==> config.mk <==
export PLATFORM = sky130hd
export DESIGN_NAME = smwc_stop_wakeup
export DESIGN_NICKNAME = d
export VERILOG_FILES = /design/src/rtl/smwc_pkg.sv /design/src/rtl/smwc_stop_wakeup.sv
export VERILOG_INCLUDE_DIRS = /design/src /design/src/rtl
export SDC_FILE = /design/constraint.sdc
export NUM_CORES = 1
export LEC_CHECK = 0
export BUFFER_PORTS_ARGS = -buffer_cell sky130_fd_sc_hd__buf_2
export CAP_MARGIN = 0
export CORE_MARGIN = 2
export CORE_UTILIZATION = 49
export CTS_CLUSTER_DIAMETER = 60
export DETAILED_ROUTE_END_ITERATION = 10
export GPL_TIMING_DRIVEN = 1
export PLACE_DENSITY = 0.76
export SLEW_MARGIN = 0
export SYNTH_ARGS = -nofsm -noshare
export SYNTH_HDL_FRONTEND = slang
export SYNTH_SLANG_ARGS = --single-unit
==> constraint.sdc <==
create_clock -name clk -period 2.95 [get_ports clk]
set_input_delay 0.59 -clock clk [delete_from_list [all_inputs] [get_ports clk]]
set_output_delay 0.59 -clock clk [all_outputs]
set_load 0.05 [all_outputs]
==> src/rtl/smwc_defines.svh <==
`ifndef SMWC_DEFINES_SVH
`define SMWC_DEFINES_SVH

// Register byte offsets
`define SMWC_CTRL_OFS      8'h00
`define SMWC_STATUS_OFS    8'h04
`define SMWC_MASK_OFS      8'h08
`define SMWC_STATE_OFS     8'h0c

// Control field positions
`define SMWC_CME_BIT       0
`define SMWC_SELF_CLOCK_MODE_ENABLE_BIT      1
`define SMWC_SELF_CLOCK_IRQ_ENABLE_BIT     2
`define SMWC_PSEUDO_STOP_SELECT_BIT      3
`define SMWC_PLL_CLOCK_SELECT_BIT    4
`define SMWC_CTRL_W        5
`define SMWC_CTRL_RST      5'h03

// Status field positions
`define SMWC_ST_SELF_CLOCK_IRQ_FLAG      0
`define SMWC_ST_WAKE       1
`define SMWC_ST_CMFAIL     2
`define SMWC_ST_RECOVER    3
`define SMWC_STATUS_W      4
`define SMWC_STATUS_RST    4'h0
`define SMWC_MASK_RST      4'h0

// Clock quality check timing
`define SMWC_QC_OK_CYCLES  4096
`define SMWC_MAX_WINDOWS   50

`endif

==> src/rtl/smwc_pkg.sv <==
package smwc_pkg;
  typedef enum logic [1:0] {
    ST_RUN,
    ST_PSTOP,
    ST_FSTOP,
    ST_FCHECK
  } smwc_state_type;
endpackage

==> src/rtl/smwc_stop_wakeup.sv <==
`timescale 1ns/1ps
`include "smwc_defines.svh"
module smwc_stop_wakeup #(
  parameter int QC_OK_CYCLES = `SMWC_QC_OK_CYCLES,
  parameter int MAX_WINDOWS  = `SMWC_MAX_WINDOWS
) (
  input  wire logic                          clk,
  input  wire logic                          rst,
  input  wire logic                          stopReq,
  input  wire logic                          externalReset,
  input  wire logic                          wakeIrq,
  input  wire logic                          clockLoss,
  input  wire logic                          oscActive,
  output logic                               resetGenStart,
  output logic                               monitorFailReset,
  output logic                               selfClockMode,
  output logic                               pllEnable,
  output logic                               regulatorEnable,
  output logic                               clocksReleased,
  output logic                               pllClockSelect,
  output logic                               selfClockIrq,
  output logic                               irq,
  output smwc_pkg::smwc_state_type           modeState,
  input  wire logic [7:0]                    s_axi_awaddr,
  input  wire logic                          s_axi_awvalid,
  output logic                               s_axi_awready,
  input  wire logic [31:0]                   s_axi_wdata,
  input  wire logic [3:0]                    s_axi_wstrb,
  input  wire logic                          s_axi_wvalid,
  output logic                               s_axi_wready,
  output logic [1:0]                         s_axi_bresp,
  output logic                               s_axi_bvalid,
  input  wire logic                          s_axi_bready,
  input  wire logic [7:0]                    s_axi_araddr,
  input  wire logic                          s_axi_arvalid,
  output logic                               s_axi_arready,
  output logic [31:0]                        s_axi_rdata,
  output logic [1:0]                         s_axi_rresp,
  output logic                               s_axi_rvalid,
  input  wire logic                          s_axi_rready
);
  import smwc_pkg::*;

  localparam int WCW = $clog2(QC_OK_CYCLES + 1);
  localparam int NCW = $clog2(MAX_WINDOWS + 1);

  smwc_state_type              state_q;
  logic [`SMWC_CTRL_W-1:0]     ctrl_q;
  logic [`SMWC_STATUS_W-1:0]   status_q;
  logic [`SMWC_STATUS_W-1:0]   mask_q;
  logic [`SMWC_STATUS_W-1:0]   evSet;
  logic                        scm_q;
  logic                        resetPending_q;
  logic [WCW-1:0]              winCnt_q;
  logic                        winBad_q;
  logic [NCW-1:0]              winNum_q;
  logic                        checkActive;
  logic                        winEnd;
  logic                        winOk;
  logic                        clock_monitor_enable;
  logic                        self_clock_mode_enable;
  logic                        self_clock_irq_enable;
  logic                        cmFire;
  logic                        lastWindow;
  logic                        resetGen_q;
  logic                        monFail_q;
  logic [7:0]                  awAddr_q;
  logic                        awHave_q;
  logic [31:0]                 wData_q;
  logic [3:0]                  wStrb_q;
  logic                        wHave_q;
  logic                        doWrite;
  logic                        wrCtrl;
  logic                        wrStatus;
  logic                        wrMask;
  logic                        wrHit;

  assign clock_monitor_enable   = ctrl_q[`SMWC_CME_BIT];
  assign self_clock_mode_enable  = ctrl_q[`SMWC_SELF_CLOCK_MODE_ENABLE_BIT];
  assign self_clock_irq_enable = ctrl_q[`SMWC_SELF_CLOCK_IRQ_ENABLE_BIT];

  // --------------------------------------------------------------
  // Clock quality check windows
  // --------------------------------------------------------------
  // Check runs in self-clock mode (not in full stop) and after full-stop wake
  assign checkActive = (scm_q && state_q != ST_FSTOP) || state_q == ST_FCHECK;
  assign winEnd      = checkActive && winCnt_q == WCW'(QC_OK_CYCLES - 1);
  assign winOk       = winEnd && !winBad_q && oscActive;
  assign lastWindow  = winNum_q == NCW'(MAX_WINDOWS - 1);
  // Loss seen by the monitor only in pseudo-stop with monitor enabled
  assign cmFire      = state_q == ST_PSTOP && clockLoss && clock_monitor_enable && !scm_q && !externalReset;

  always_ff @(posedge clk) begin
    if (rst || !checkActive || winEnd) begin
      winCnt_q <= '0;
      winBad_q <= 1'b0;
    end else begin
      winCnt_q <= winCnt_q + WCW'(1);
      winBad_q <= winBad_q | ~oscActive;
    end
  end

  always_ff @(posedge clk) begin
    if (rst || state_q != ST_FCHECK) begin
      winNum_q <= '0;
    end else if (winEnd && !winOk && !lastWindow) begin
      winNum_q <= winNum_q + NCW'(1);
    end
  end

  // --------------------------------------------------------------
  // Mode sequencing
  // --------------------------------------------------------------
  always_ff @(posedge clk) begin
    if (rst) begin
      state_q        <= ST_RUN;
      resetPending_q <= 1'b0;
      resetGen_q     <= 1'b0;
      monFail_q      <= 1'b0;
    end else begin
      resetGen_q <= 1'b0;
      monFail_q  <= 1'b0;
      case (state_q)
        ST_RUN: begin
          if (stopReq) begin
            state_q <= ctrl_q[`SMWC_PSEUDO_STOP_SELECT_BIT] ? ST_PSTOP : ST_FSTOP;
          end
        end
        ST_PSTOP: begin
          if (externalReset) begin
            resetGen_q <= 1'b1;
            state_q    <= ST_RUN;
          end else if (cmFire && !self_clock_mode_enable) begin
            monFail_q  <= 1'b1;
            resetGen_q <= 1'b1;
            state_q    <= ST_RUN;
          end else if (cmFire && self_clock_irq_enable) begin
            state_q <= ST_RUN;
          end else if (wakeIrq) begin
            state_q <= ST_RUN;
          end
        end
        ST_FSTOP: begin
          if (externalReset) begin
            resetPending_q <= 1'b1;
            state_q        <= ST_FCHECK;
          end else if (wakeIrq) begin
            resetPending_q <= 1'b0;
            state_q        <= ST_FCHECK;
          end
        end
        ST_FCHECK: begin
          if (externalReset) begin
            resetPending_q <= 1'b1;
          end
          if (winOk) begin
            resetGen_q <= resetPending_q | externalReset;
            state_q    <= ST_RUN;
          end else if (winEnd && lastWindow) begin
            if (!self_clock_mode_enable) begin
              monFail_q <= 1'b1;
            end
            resetGen_q <= !self_clock_mode_enable || resetPending_q || externalReset;
            state_q    <= ST_RUN;
          end
        end
        default: begin
          state_q <= ST_RUN;
        end
      endcase
    end
  end

  // Self-clock mode entry on clock loss and exit on a good window
  always_ff @(posedge clk) begin
    if (rst) begin
      scm_q <= 1'b0;
    end else if (state_q == ST_PSTOP && clockLoss && clock_monitor_enable && self_clock_mode_enable && !scm_q
                 && !externalReset) begin
      scm_q <= 1'b1;
    end else if (state_q == ST_FCHECK && winEnd && !winOk && lastWindow && self_clock_mode_enable) begin
      scm_q <= 1'b1;
    end else if (winOk) begin
      scm_q <= 1'b0;
    end
  end

  assign resetGenStart    = resetGen_q;
  assign monitorFailReset = monFail_q;
  assign selfClockMode    = scm_q;
  assign modeState        = state_q;
  // PLL and regulator stay up only for self-clock mode in pseudo-stop
  assign pllEnable        = state_q == ST_RUN || (scm_q && state_q == ST_PSTOP);
  assign regulatorEnable  = state_q == ST_RUN || (scm_q && state_q == ST_PSTOP);
  assign clocksReleased   = state_q == ST_RUN;
  assign pllClockSelect   = ctrl_q[`SMWC_PLL_CLOCK_SELECT_BIT] && !scm_q;

  // --------------------------------------------------------------
  // Registers
  // --------------------------------------------------------------
  assign doWrite  = awHave_q && wHave_q && !s_axi_bvalid;
  assign wrCtrl   = doWrite && awAddr_q == `SMWC_CTRL_OFS && wStrb_q[0];
  assign wrStatus = doWrite && awAddr_q == `SMWC_STATUS_OFS && wStrb_q[0];
  assign wrMask   = doWrite && awAddr_q == `SMWC_MASK_OFS && wStrb_q[0];
  assign wrHit    = awAddr_q == `SMWC_CTRL_OFS || awAddr_q == `SMWC_STATUS_OFS
                    || awAddr_q == `SMWC_MASK_OFS || awAddr_q == `SMWC_STATE_OFS;

  always_ff @(posedge clk) begin
    if (rst) begin
      ctrl_q <= `SMWC_CTRL_RST;
    end else if (externalReset && (state_q == ST_PSTOP || state_q == ST_FSTOP)) begin
      ctrl_q <= `SMWC_CTRL_RST;
    end else if (cmFire && !self_clock_mode_enable) begin
      ctrl_q <= `SMWC_CTRL_RST;
    end else if (stopReq && state_q == ST_RUN) begin
      ctrl_q[`SMWC_PLL_CLOCK_SELECT_BIT] <= 1'b0;
    end else if (wrCtrl) begin
      ctrl_q <= wData_q[`SMWC_CTRL_W-1:0];
    end
  end

  always_comb begin
    evSet = '0;
    evSet[`SMWC_ST_SELF_CLOCK_IRQ_FLAG]   = state_q == ST_PSTOP && clockLoss && clock_monitor_enable && self_clock_mode_enable && !scm_q
                              && !externalReset;
    evSet[`SMWC_ST_WAKE]    = (state_q == ST_PSTOP || state_q == ST_FSTOP) && wakeIrq;
    evSet[`SMWC_ST_CMFAIL]  = (cmFire && !self_clock_mode_enable)
                              || (state_q == ST_FCHECK && winEnd && !winOk && lastWindow && !self_clock_mode_enable);
    evSet[`SMWC_ST_RECOVER] = winOk && scm_q;
  end

  // Set wins over a write-one-to-clear in the same cycle
  always_ff @(posedge clk) begin
    if (rst) begin
      status_q <= `SMWC_STATUS_RST;
    end else if (wrStatus) begin
      status_q <= (status_q & ~wData_q[`SMWC_STATUS_W-1:0]) | evSet;
    end else begin
      status_q <= status_q | evSet;
    end
  end

  always_ff @(posedge clk) begin
    if (rst) begin
      mask_q <= `SMWC_MASK_RST;
    end else if (wrMask) begin
      mask_q <= wData_q[`SMWC_STATUS_W-1:0];
    end
  end

  assign irq          = |(status_q & mask_q);
  assign selfClockIrq = status_q[`SMWC_ST_SELF_CLOCK_IRQ_FLAG] && self_clock_irq_enable;

  // --------------------------------------------------------------
  // AXI4-Lite slave
  // --------------------------------------------------------------
  assign s_axi_awready = !awHave_q;
  assign s_axi_wready  = !wHave_q;
  assign s_axi_arready = !s_axi_rvalid;

  always_ff @(posedge clk) begin
    if (rst) begin
      awHave_q     <= 1'b0;
      wHave_q      <= 1'b0;
      awAddr_q     <= '0;
      wData_q      <= '0;
      wStrb_q      <= '0;
      s_axi_bvalid <= 1'b0;
      s_axi_bresp  <= 2'h0;
    end else begin
      if (s_axi_awvalid && s_axi_awready) begin
        awAddr_q <= {s_axi_awaddr[7:2], 2'h0};
        awHave_q <= 1'b1;
      end
      if (s_axi_wvalid && s_axi_wready) begin
        wData_q <= s_axi_wdata;
        wStrb_q <= s_axi_wstrb;
        wHave_q <= 1'b1;
      end
      if (doWrite) begin
        s_axi_bvalid <= 1'b1;
        s_axi_bresp  <= wrHit ? 2'h0 : 2'h2;
        awHave_q     <= 1'b0;
        wHave_q      <= 1'b0;
      end else if (s_axi_bvalid && s_axi_bready) begin
        s_axi_bvalid <= 1'b0;
      end
    end
  end

  always_ff @(posedge clk) begin
    if (rst) begin
      s_axi_rvalid <= 1'b0;
      s_axi_rdata  <= '0;
      s_axi_rresp  <= 2'h0;
    end else if (s_axi_arvalid && s_axi_arready) begin
      s_axi_rvalid <= 1'b1;
      s_axi_rresp  <= 2'h0;
      s_axi_rdata  <= '0;
      case ({s_axi_araddr[7:2], 2'h0})
        `SMWC_CTRL_OFS:   s_axi_rdata[`SMWC_CTRL_W-1:0]   <= ctrl_q;
        `SMWC_STATUS_OFS: s_axi_rdata[`SMWC_STATUS_W-1:0] <= status_q;
        `SMWC_MASK_OFS:   s_axi_rdata[`SMWC_STATUS_W-1:0] <= mask_q;
        `SMWC_STATE_OFS:  s_axi_rdata[3:0]                <= {resetPending_q, scm_q, state_q};
        default:          s_axi_rresp                     <= 2'h2;
      endcase
    end else if (s_axi_rvalid && s_axi_rready) begin
      s_axi_rvalid <= 1'b0;
    end
  end

  // --------------------------------------------------------------
  // Assertions
  // --------------------------------------------------------------
  property p_ext_pstop;
    @(posedge clk) disable iff (rst)
    state_q == ST_PSTOP && externalReset |=>
      resetGenStart && state_q == ST_RUN && ctrl_q == `SMWC_CTRL_RST;
  endproperty
  a_ext_pstop: assert property (p_ext_pstop) else $error("ext reset in pseudo-stop");

  property p_cm_reset;
    @(posedge clk) disable iff (rst)
    cmFire && !self_clock_mode_enable |=> monitorFailReset && resetGenStart && status_q[`SMWC_ST_CMFAIL];
  endproperty
  a_cm_reset: assert property (p_cm_reset) else $error("no monitor-fail reset");

  property p_scm_wake;
    @(posedge clk) disable iff (rst)
    cmFire && self_clock_mode_enable && self_clock_irq_enable |=> state_q == ST_RUN && selfClockMode && selfClockIrq;
  endproperty
  a_scm_wake: assert property (p_scm_wake) else $error("self-clock wake missing");

  property p_scm_stay;
    @(posedge clk) disable iff (rst)
    cmFire && self_clock_mode_enable && !self_clock_irq_enable && !wakeIrq |=>
      state_q == ST_PSTOP && status_q[`SMWC_ST_SELF_CLOCK_IRQ_FLAG] && pllEnable && regulatorEnable;
  endproperty
  a_scm_stay: assert property (p_scm_stay) else $error("self-clock stay wrong");

  property p_wake;
    @(posedge clk) disable iff (rst)
    state_q == ST_PSTOP && wakeIrq && !externalReset && !clockLoss |=>
      state_q == ST_RUN && !resetGenStart;
  endproperty
  a_wake: assert property (p_wake) else $error("wake-up not taken");

  property p_cm_off;
    @(posedge clk) disable iff (rst)
    state_q == ST_PSTOP && !clock_monitor_enable && !scm_q && clockLoss && !wakeIrq && !externalReset |=>
      state_q == ST_PSTOP && !selfClockMode && !monitorFailReset;
  endproperty
  a_cm_off: assert property (p_cm_off) else $error("loss acted on with monitor off");

  property p_recover;
    @(posedge clk) disable iff (rst)
    scm_q && state_q == ST_PSTOP && winOk && !wakeIrq && !externalReset |=>
      !selfClockMode && !pllEnable && !regulatorEnable;
  endproperty
  a_recover: assert property (p_recover) else $error("recovery not applied");

  property p_window_len;
    @(posedge clk) disable iff (rst)
    checkActive && !winEnd |=> winCnt_q == $past(winCnt_q) + WCW'(1);
  endproperty
  a_window_len: assert property (p_window_len) else $error("window length wrong");

  property p_fstop_quiet;
    @(posedge clk) disable iff (rst)
    state_q == ST_FSTOP |=> !monitorFailReset && !resetGenStart;
  endproperty
  a_fstop_quiet: assert property (p_fstop_quiet) else $error("action in full stop");

  property p_win_bound;
    @(posedge clk) disable iff (rst)
    state_q == ST_FCHECK && winEnd && !winOk && !lastWindow |=>
      state_q == ST_FCHECK && winNum_q == $past(winNum_q) + NCW'(1);
  endproperty
  a_win_bound: assert property (p_win_bound) else $error("too many windows");

  property p_timeout;
    @(posedge clk) disable iff (rst)
    state_q == ST_FCHECK && winEnd && !winOk && lastWindow |=>
      state_q == ST_RUN && (selfClockMode || monitorFailReset);
  endproperty
  a_timeout: assert property (p_timeout) else $error("timeout outcome wrong");

  property p_pll_clock_select_clear;
    @(posedge clk) disable iff (rst)
    state_q == ST_RUN && stopReq |=> !pllClockSelect;
  endproperty
  a_pll_clock_select_clear: assert property (p_pll_clock_select_clear) else $error("PLL select kept");

  c_scm_wake:  cover property (@(posedge clk) disable iff (rst) cmFire && self_clock_mode_enable && self_clock_irq_enable);
  c_recover:   cover property (@(posedge clk) disable iff (rst) winOk && scm_q);
  c_fcheck_ok: cover property (@(posedge clk) disable iff (rst) state_q == ST_FCHECK && winOk);
  c_timeout:   cover property (@(posedge clk) disable iff (rst) winEnd && lastWindow);
endmodule

# Yosys cells after proc, flatten, opt, wreduce, memory -nomap -nowiden
# Index checks and enable logic that the tools add are counted.
# totals
rom_bits	0
register_bits	64
ramBits	0
elab_cells	167
n_memories	0
latch_bits	0
in_bits	64
output_inout_bits	52
# classes
magnitude_cmp	0
eq_ne	18
muxes	37
add_sub_neg	2
div_mod_pow	0
bitwise_logic	9
shift	0
n_mul	0
reduce_logical	79
# ops
op	n
$logic_and A1 B1 Y1	41
$eq A6 B2 Y1 const B	4
$mux W2	12
$mux W1	19
$pmux W4 S4	1
$add A13 B1 Y13 const B	1
$eq A13 B12 Y1 const B	1
$eq A6 B1 Y1 const B	2
$logic_or A1 B1 Y1	12
$reduce_or A4 Y1	3
$logic_not A1 Y1	11
$and A4 B4 Y4	2
$logic_not A8 Y1	1
$ne A2 B2 Y1 const B	4
$or A4 B4 Y4	2
$pmux W2 S4	1
$add A6 B1 Y6 const B	1
$eq A6 B6 Y1 const B	1
$logic_not A6 Y1	1
$ne A3 B3 Y1 const B	2
$pmux W1 S2	3
$reduce_bool A2 Y1	3
$ne A5 B4 Y1 const B	1
$eq A2 B2 Y1 const B	2
12 further kinds	14

# Logic depth before layout (Yosys ltp)
# depth
ltp_word	13
depth_mapped	7
ltp_nobuf	7

# Worst setup path before layout
# No wires, ideal clock.
# synth_timing
kind	register to output
from	register state_q[0] (netlist: modeState[0])
to	output port regulatorEnable
arrival_ps	2013
stages_incl_launch_ff	5
slack_ps	347
cell_sequence	dfxtp_1 > inv_1 > ha_1 > a21o_1 > buf_4
# synth_lines
item	line	source
from (decl)	smwc_stop_wakeup.sv:47	smwc_state_type state_q;
from (signal assigned)	smwc_stop_wakeup.sv:126	state_q <= ctrl_q[`SMWC_PSEUDO_STOP_SELECT_BIT] ? ST_PSTOP : ST_FSTOP;
$logic_not A2 Y1	--	
named net clocksReleased	smwc_stop_wakeup.sv:19	output logic clocksReleased,
$logic_or A1 B1 Y1	smwc_stop_wakeup.sv:194	assign regulatorEnable = state_q == ST_RUN || (scm_q && state_q == ST_PSTOP);
to (decl)	smwc_stop_wakeup.sv:18	output logic regulatorEnable,
# The timed path passes the listed nets, and every way through them passes these cells.

# Final worst setup path
# layout_timing
from	register winCnt_q[0]
to	register state_q[0] (netlist: modeState[0])
# layout_between
elab_chain_len	6
# layout_lines
item	line	source
from (decl)	smwc_stop_wakeup.sv:54	logic [WCW-1:0] winCnt_q;
from (signal assigned)	smwc_stop_wakeup.sv:98	winCnt_q <= winCnt_q + WCW'(1);
$eq A13 B12 Y1 *	smwc_stop_wakeup.sv:87	assign winEnd = checkActive && winCnt_q == WCW'(QC_OK_CYCLES - 1);
$logic_and A1 B1 Y1 *	smwc_stop_wakeup.sv:87	
$logic_and A1 B1 Y1 (2 in a row)	smwc_stop_wakeup.sv:88	assign winOk = winEnd && !winBad_q && oscActive;
$ne A3 B3 Y1 (no line) / $mux W2 (equally long branches)	--	
$reduce_and A4 Y1 (no line) / $pmux W2 S4 (equally long branches)	--	
# Mark *: on every way between the ends. The rest lies on a longest branch, timed or not.
# A chain may end at the register's enable or synchronous reset.

==> results.py <==
metrics = {
    "worst_setup_path": {
        "critical_path.max_fanout": 6,
        "critPathLaunchType": "flop",
        "worstPathRequired_ps": 3190,
        "regToRegSetupSlack_ps": 650,
        "worstSetupPathType": "flop to flop",
        "crit_path_end_kind": "flop",
        "arrival_ps": 2540,
    },
    "timing": {
        "fin_hold_ws_ps": 416.9,
        "grt_setup_unrepaired": "no",
        "timing.final.max_slew_violations": 0,
        "final-setup-viol-count": 0,
        "timing.setup.tns_ps": 0,
        "max_clock_freq_mhz": 434.7,
        "hold_violations": 0,
        "timing.clock.skew_ps": 13.45,
        "relSlewSlack_pct": 52.21,
        "timing.final.crit_share_pct": 77.98,
        "timing_worst_slew_pin_value_ps": 710.8,
        "layout_min_cycle_time_ps": 2300,
    },
    "floorplanning": {
        "die_w_um": 82.90,
        "floorplan.core_area_um2": 5956,
        "floorplan.initialDensity_pct": 51.22,
        "dieArea_um2": 6872,
        "row_count": 28,
        "chipHeight_um": 82.90,
        "ios": 116,
    },
    "global_routing": {
        "gr-total-overflow": 0,
        "grt_antenna_before_repair": 0,
        "most_congested_layer_reported_by_global_routing": "met2",
        "met2_usage_pct": 30.57,
        "grt_use_total_pct": 19.07,
        "groute.layer.met1.usage_pct": 24.17,
        "use_met3_pct": 5.169,
        "pin_count_of_the_biggest_net_entering_global_routing": 36,
        "grt_pass1_wl_um": 10710,
        "grt_pass1_vias": 2262,
    },
    "clock_tree": {
        "worst_setup_hold_path_clk_slew_ps": 80,
        "postCtsSetupRepairBufs": 0,
        "clock_path_buffers": 2,
        "postCtsHoldBufs": 0,
        "cts-resized-gates": 0,
        "cts_max_level": 3,
        "cts.root.buffer_cell": "sky130_fd_sc_hd__clkbuf_8",
        "numClockSinks": 62,
        "tritoncts": "yes",
        "cts_buffers": 9,
        "clock_insertion_delay_worst_skew_ps": 350,
    },
    "power_and_ir_drop": {
        "internal-power_mw": 1.373,
        "power_per_cell_area_nw_per_um2": 652.3,
        "power_frac_comb_pct": 28.5,
        "lkg_pwr_nw": 1.470,
        "max-vdd-ir-drop_mv": 0.3879,
        "power_frac_clock_pct": 30.1,
        "net_switching_uw": 883.4,
        "share_seq_of_total_power_pct": 41.5,
        "power_switching_share_pct": 39.15,
    },
    "min_path": {
        "timing.hold.worst.class": "primary input to flop",
    },
    "route": {
        "finalWirelength_um": 6141,
        "route.vias.total": 2382,
        "vias_per_cell": 5.145,
        "detailedRoute.firstIterationViolations": 134,
        "final_antenna_net_count": 0,
        "first_pass_iters": 4,
        "routedWlPerCell_um": 13.26,
        "remaining_drc_errors": 0,
    },
    "final_layout": {
        "final_layout_size_suffix_gt1_share_pct": 23.20,
        "layout.nets": 454,
        "layout.filler_cells": 529,
        "antenna_cells_inserted": 0,
        "area_delta_synth_final_pct": 13.41,
    },
    "placement": {
        "numPortBuffers": 52,
        "detailedPlacementHpwl_um": 4588,
        "gp_routability_congestion": 0.7881,
    },
    "outcome": {
        "outcome": "completed",
    },
    "run": {
        "timing.max_cap.violations": 0,
    },
    "yosys": {
        "synth.ff_latch_count": 62,
        "postSynthAreaPerCell_um2": 9.300,
        "yosysMostFrequentCell": "sky130_fd_sc_hd__dfxtp_1",
        "synth_top_cell_by_area": "sky130_fd_sc_hd__dfxtp_1",
        "yosys-top-cells-count": "sky130_fd_sc_hd__dfxtp_1, sky130_fd_sc_hd__nor2_1, sky130_fd_sc_hd__buf_4",
        "ys.flop_type": "sky130_fd_sc_hd__dfxtp_1",
        "synthDistinctLibCells": 52,
        "ys_warn_count": 0,
        "seq_area_frac_synth_pct": 40.69,
        "async_reset_ff_share_pct": 0,
        "postSynthCellCount": 328,
        "syn_area_um2": 3050,
        "synth_enable_flop_cells": 0,
        "synth.area.top_cells": "sky130_fd_sc_hd__dfxtp_1, sky130_fd_sc_hd__buf_4, sky130_fd_sc_hd__mux2i_1",
        "synth.top_cell.area_share_pct": 40.69,
    },
}
critical path: stages, from the launching register on:
cell and delay [ps]:
sky130_fd_sc_hd__dfxtp_1 380, sky130_fd_sc_hd__ha_1 250, sky130_fd_sc_hd__nand4_2 200, sky130_fd_sc_hd__nor4_4 490
sky130_fd_sc_hd__a21boi_2 140, sky130_fd_sc_hd__or3_1 380, sky130_fd_sc_hd__o311a_1 350
path summary, 6_finish.rpt:
check                     from            to  cells after the start
setup / recovery   winCnt_q[0]  modeState[0]                      6
setup reg to reg   winCnt_q[0]  modeState[0]                      6
hold reg to reg    winCnt_q[0]   winCnt_q[0]                      1
hold / removal    s_axi_rready  s_axi_rvalid                      2
sequential cells by signal (all words and copies together) (netlist names), 2 cells and up:
signal / flops
s_axi_rdata: 5
winNum_q: 6
modeState: 2
mask_q: 4
ctrl_q: 5
winCnt_q: 13
wData_q: 5
awAddr_q: 6
status_q: 4
logic make-up (layout without fill, tap and decap cells):
kind of cell               Yosys count  in the layout  share of synthesized area (%)
AOI/OAI and AO/OA                   42             42                          10.95
muxes                               27             27                          10.54
other                                1             29                         0.1229
DFF                                 62             62                          40.69
buffers and inverters               52             84                          10.09
xor gates and xnor gates            14             14                          4.020
adders and majority gates            7              7                          2.871
and+or+nand+nor                    123            123                          20.71
cells in the final DEF (no fill, tap or decap), types with 2 or more instances in the layout:
cell	Yosys	routed
sky130_fd_sc_hd__dfxtp_1	62	62
sky130_fd_sc_hd__nor2_1	55	55
sky130_fd_sc_hd__buf_2	0	52
sky130_fd_sc_hd__conb_1	1	29
sky130_fd_sc_hd__mux2i_1	22	22
sky130_fd_sc_hd__nand2_1	17	17
sky130_fd_sc_hd__inv_1	12	12
sky130_fd_sc_hd__xor2_1	9	9
sky130_fd_sc_hd__clkbuf_8	0	9
sky130_fd_sc_hd__nor2b_1	8	8
sky130_fd_sc_hd__nand3_1	8	8
sky130_fd_sc_hd__nor3_1	7	7
sky130_fd_sc_hd__ha_1	7	7
sky130_fd_sc_hd__a22oi_1	6	6
sky130_fd_sc_hd__a21oi_1	6	6
sky130_fd_sc_hd__a211oi_1	6	6
sky130_fd_sc_hd__xnor2_1	5	5
sky130_fd_sc_hd__mux4_2	4	4
sky130_fd_sc_hd__buf_4	30	4
sky130_fd_sc_hd__and2_1	3	3
sky130_fd_sc_hd__and3_1	3	3
sky130_fd_sc_hd__a41oi_1	3	3
sky130_fd_sc_hd__and3_2	3	3
sky130_fd_sc_hd__o21ai_0	3	3
sky130_fd_sc_hd__nand4_1	3	3
sky130_fd_sc_hd__a31o_2	3	3
sky130_fd_sc_hd__o21a_1	3	3
sky130_fd_sc_hd__clkinv_4	0	3
sky130_fd_sc_hd__a21o_1	2	2
sky130_fd_sc_hd__o31ai_1	2	2
sky130_fd_sc_hd__nor4_1	2	2
sky130_fd_sc_hd__nor3b_1	2	2
sky130_fd_sc_hd__inv_6	0	2
sky130_fd_sc_hd__clkinvlp_4	0	2
cell type report:
cell class	count	area, µm²	share of cell area (%)
multi-input cells	242	1607	46.44
flip-flops and latches	62	1241	35.88
repair buffers	56	290.3	8.391
clock buffers	9	123.9	3.580
well taps	75	93.84	2.712
clock inverters	7	58.81	1.700
inverters	12	45.04	1.302
metrics by stage:
stage                     std cells  setup WS (ps)  power [mW]  util (%)  cell area [µm²]
after floorplan                 356          347.2       1.497         -             3156
after global placement          447          713.2       1.587     55.02             3277
after detailed placement        447          679.6       1.594     55.02             3277
after CTS                       463          655.5       2.273     58.09             3460
after global routing            463          541.2       2.366     58.09             3460
final                           463          649.6       2.257     58.09             3460
power groups by stage:
stage	combinational, mW	clock, mW	sequential [mW]
2_1_floorplan	0.494	0	1.00
3_3_place_gp	0.632	0	0.955
3_5_place_dp	0.640	0	0.954
4_1_cts	0.642	0.697	0.934
5_1_grt	0.689	0.736	0.941
6_report	0.642	0.678	0.936
metal layers:
metal / part of all wire, % / vias up
met2: 47 / 86
met1: 45 / 1089
li1: - / 1198
met5: 0 / -
met3: 6.4 / 9
met4: 1.9 / 0
(Power assumes the default switching activity.)
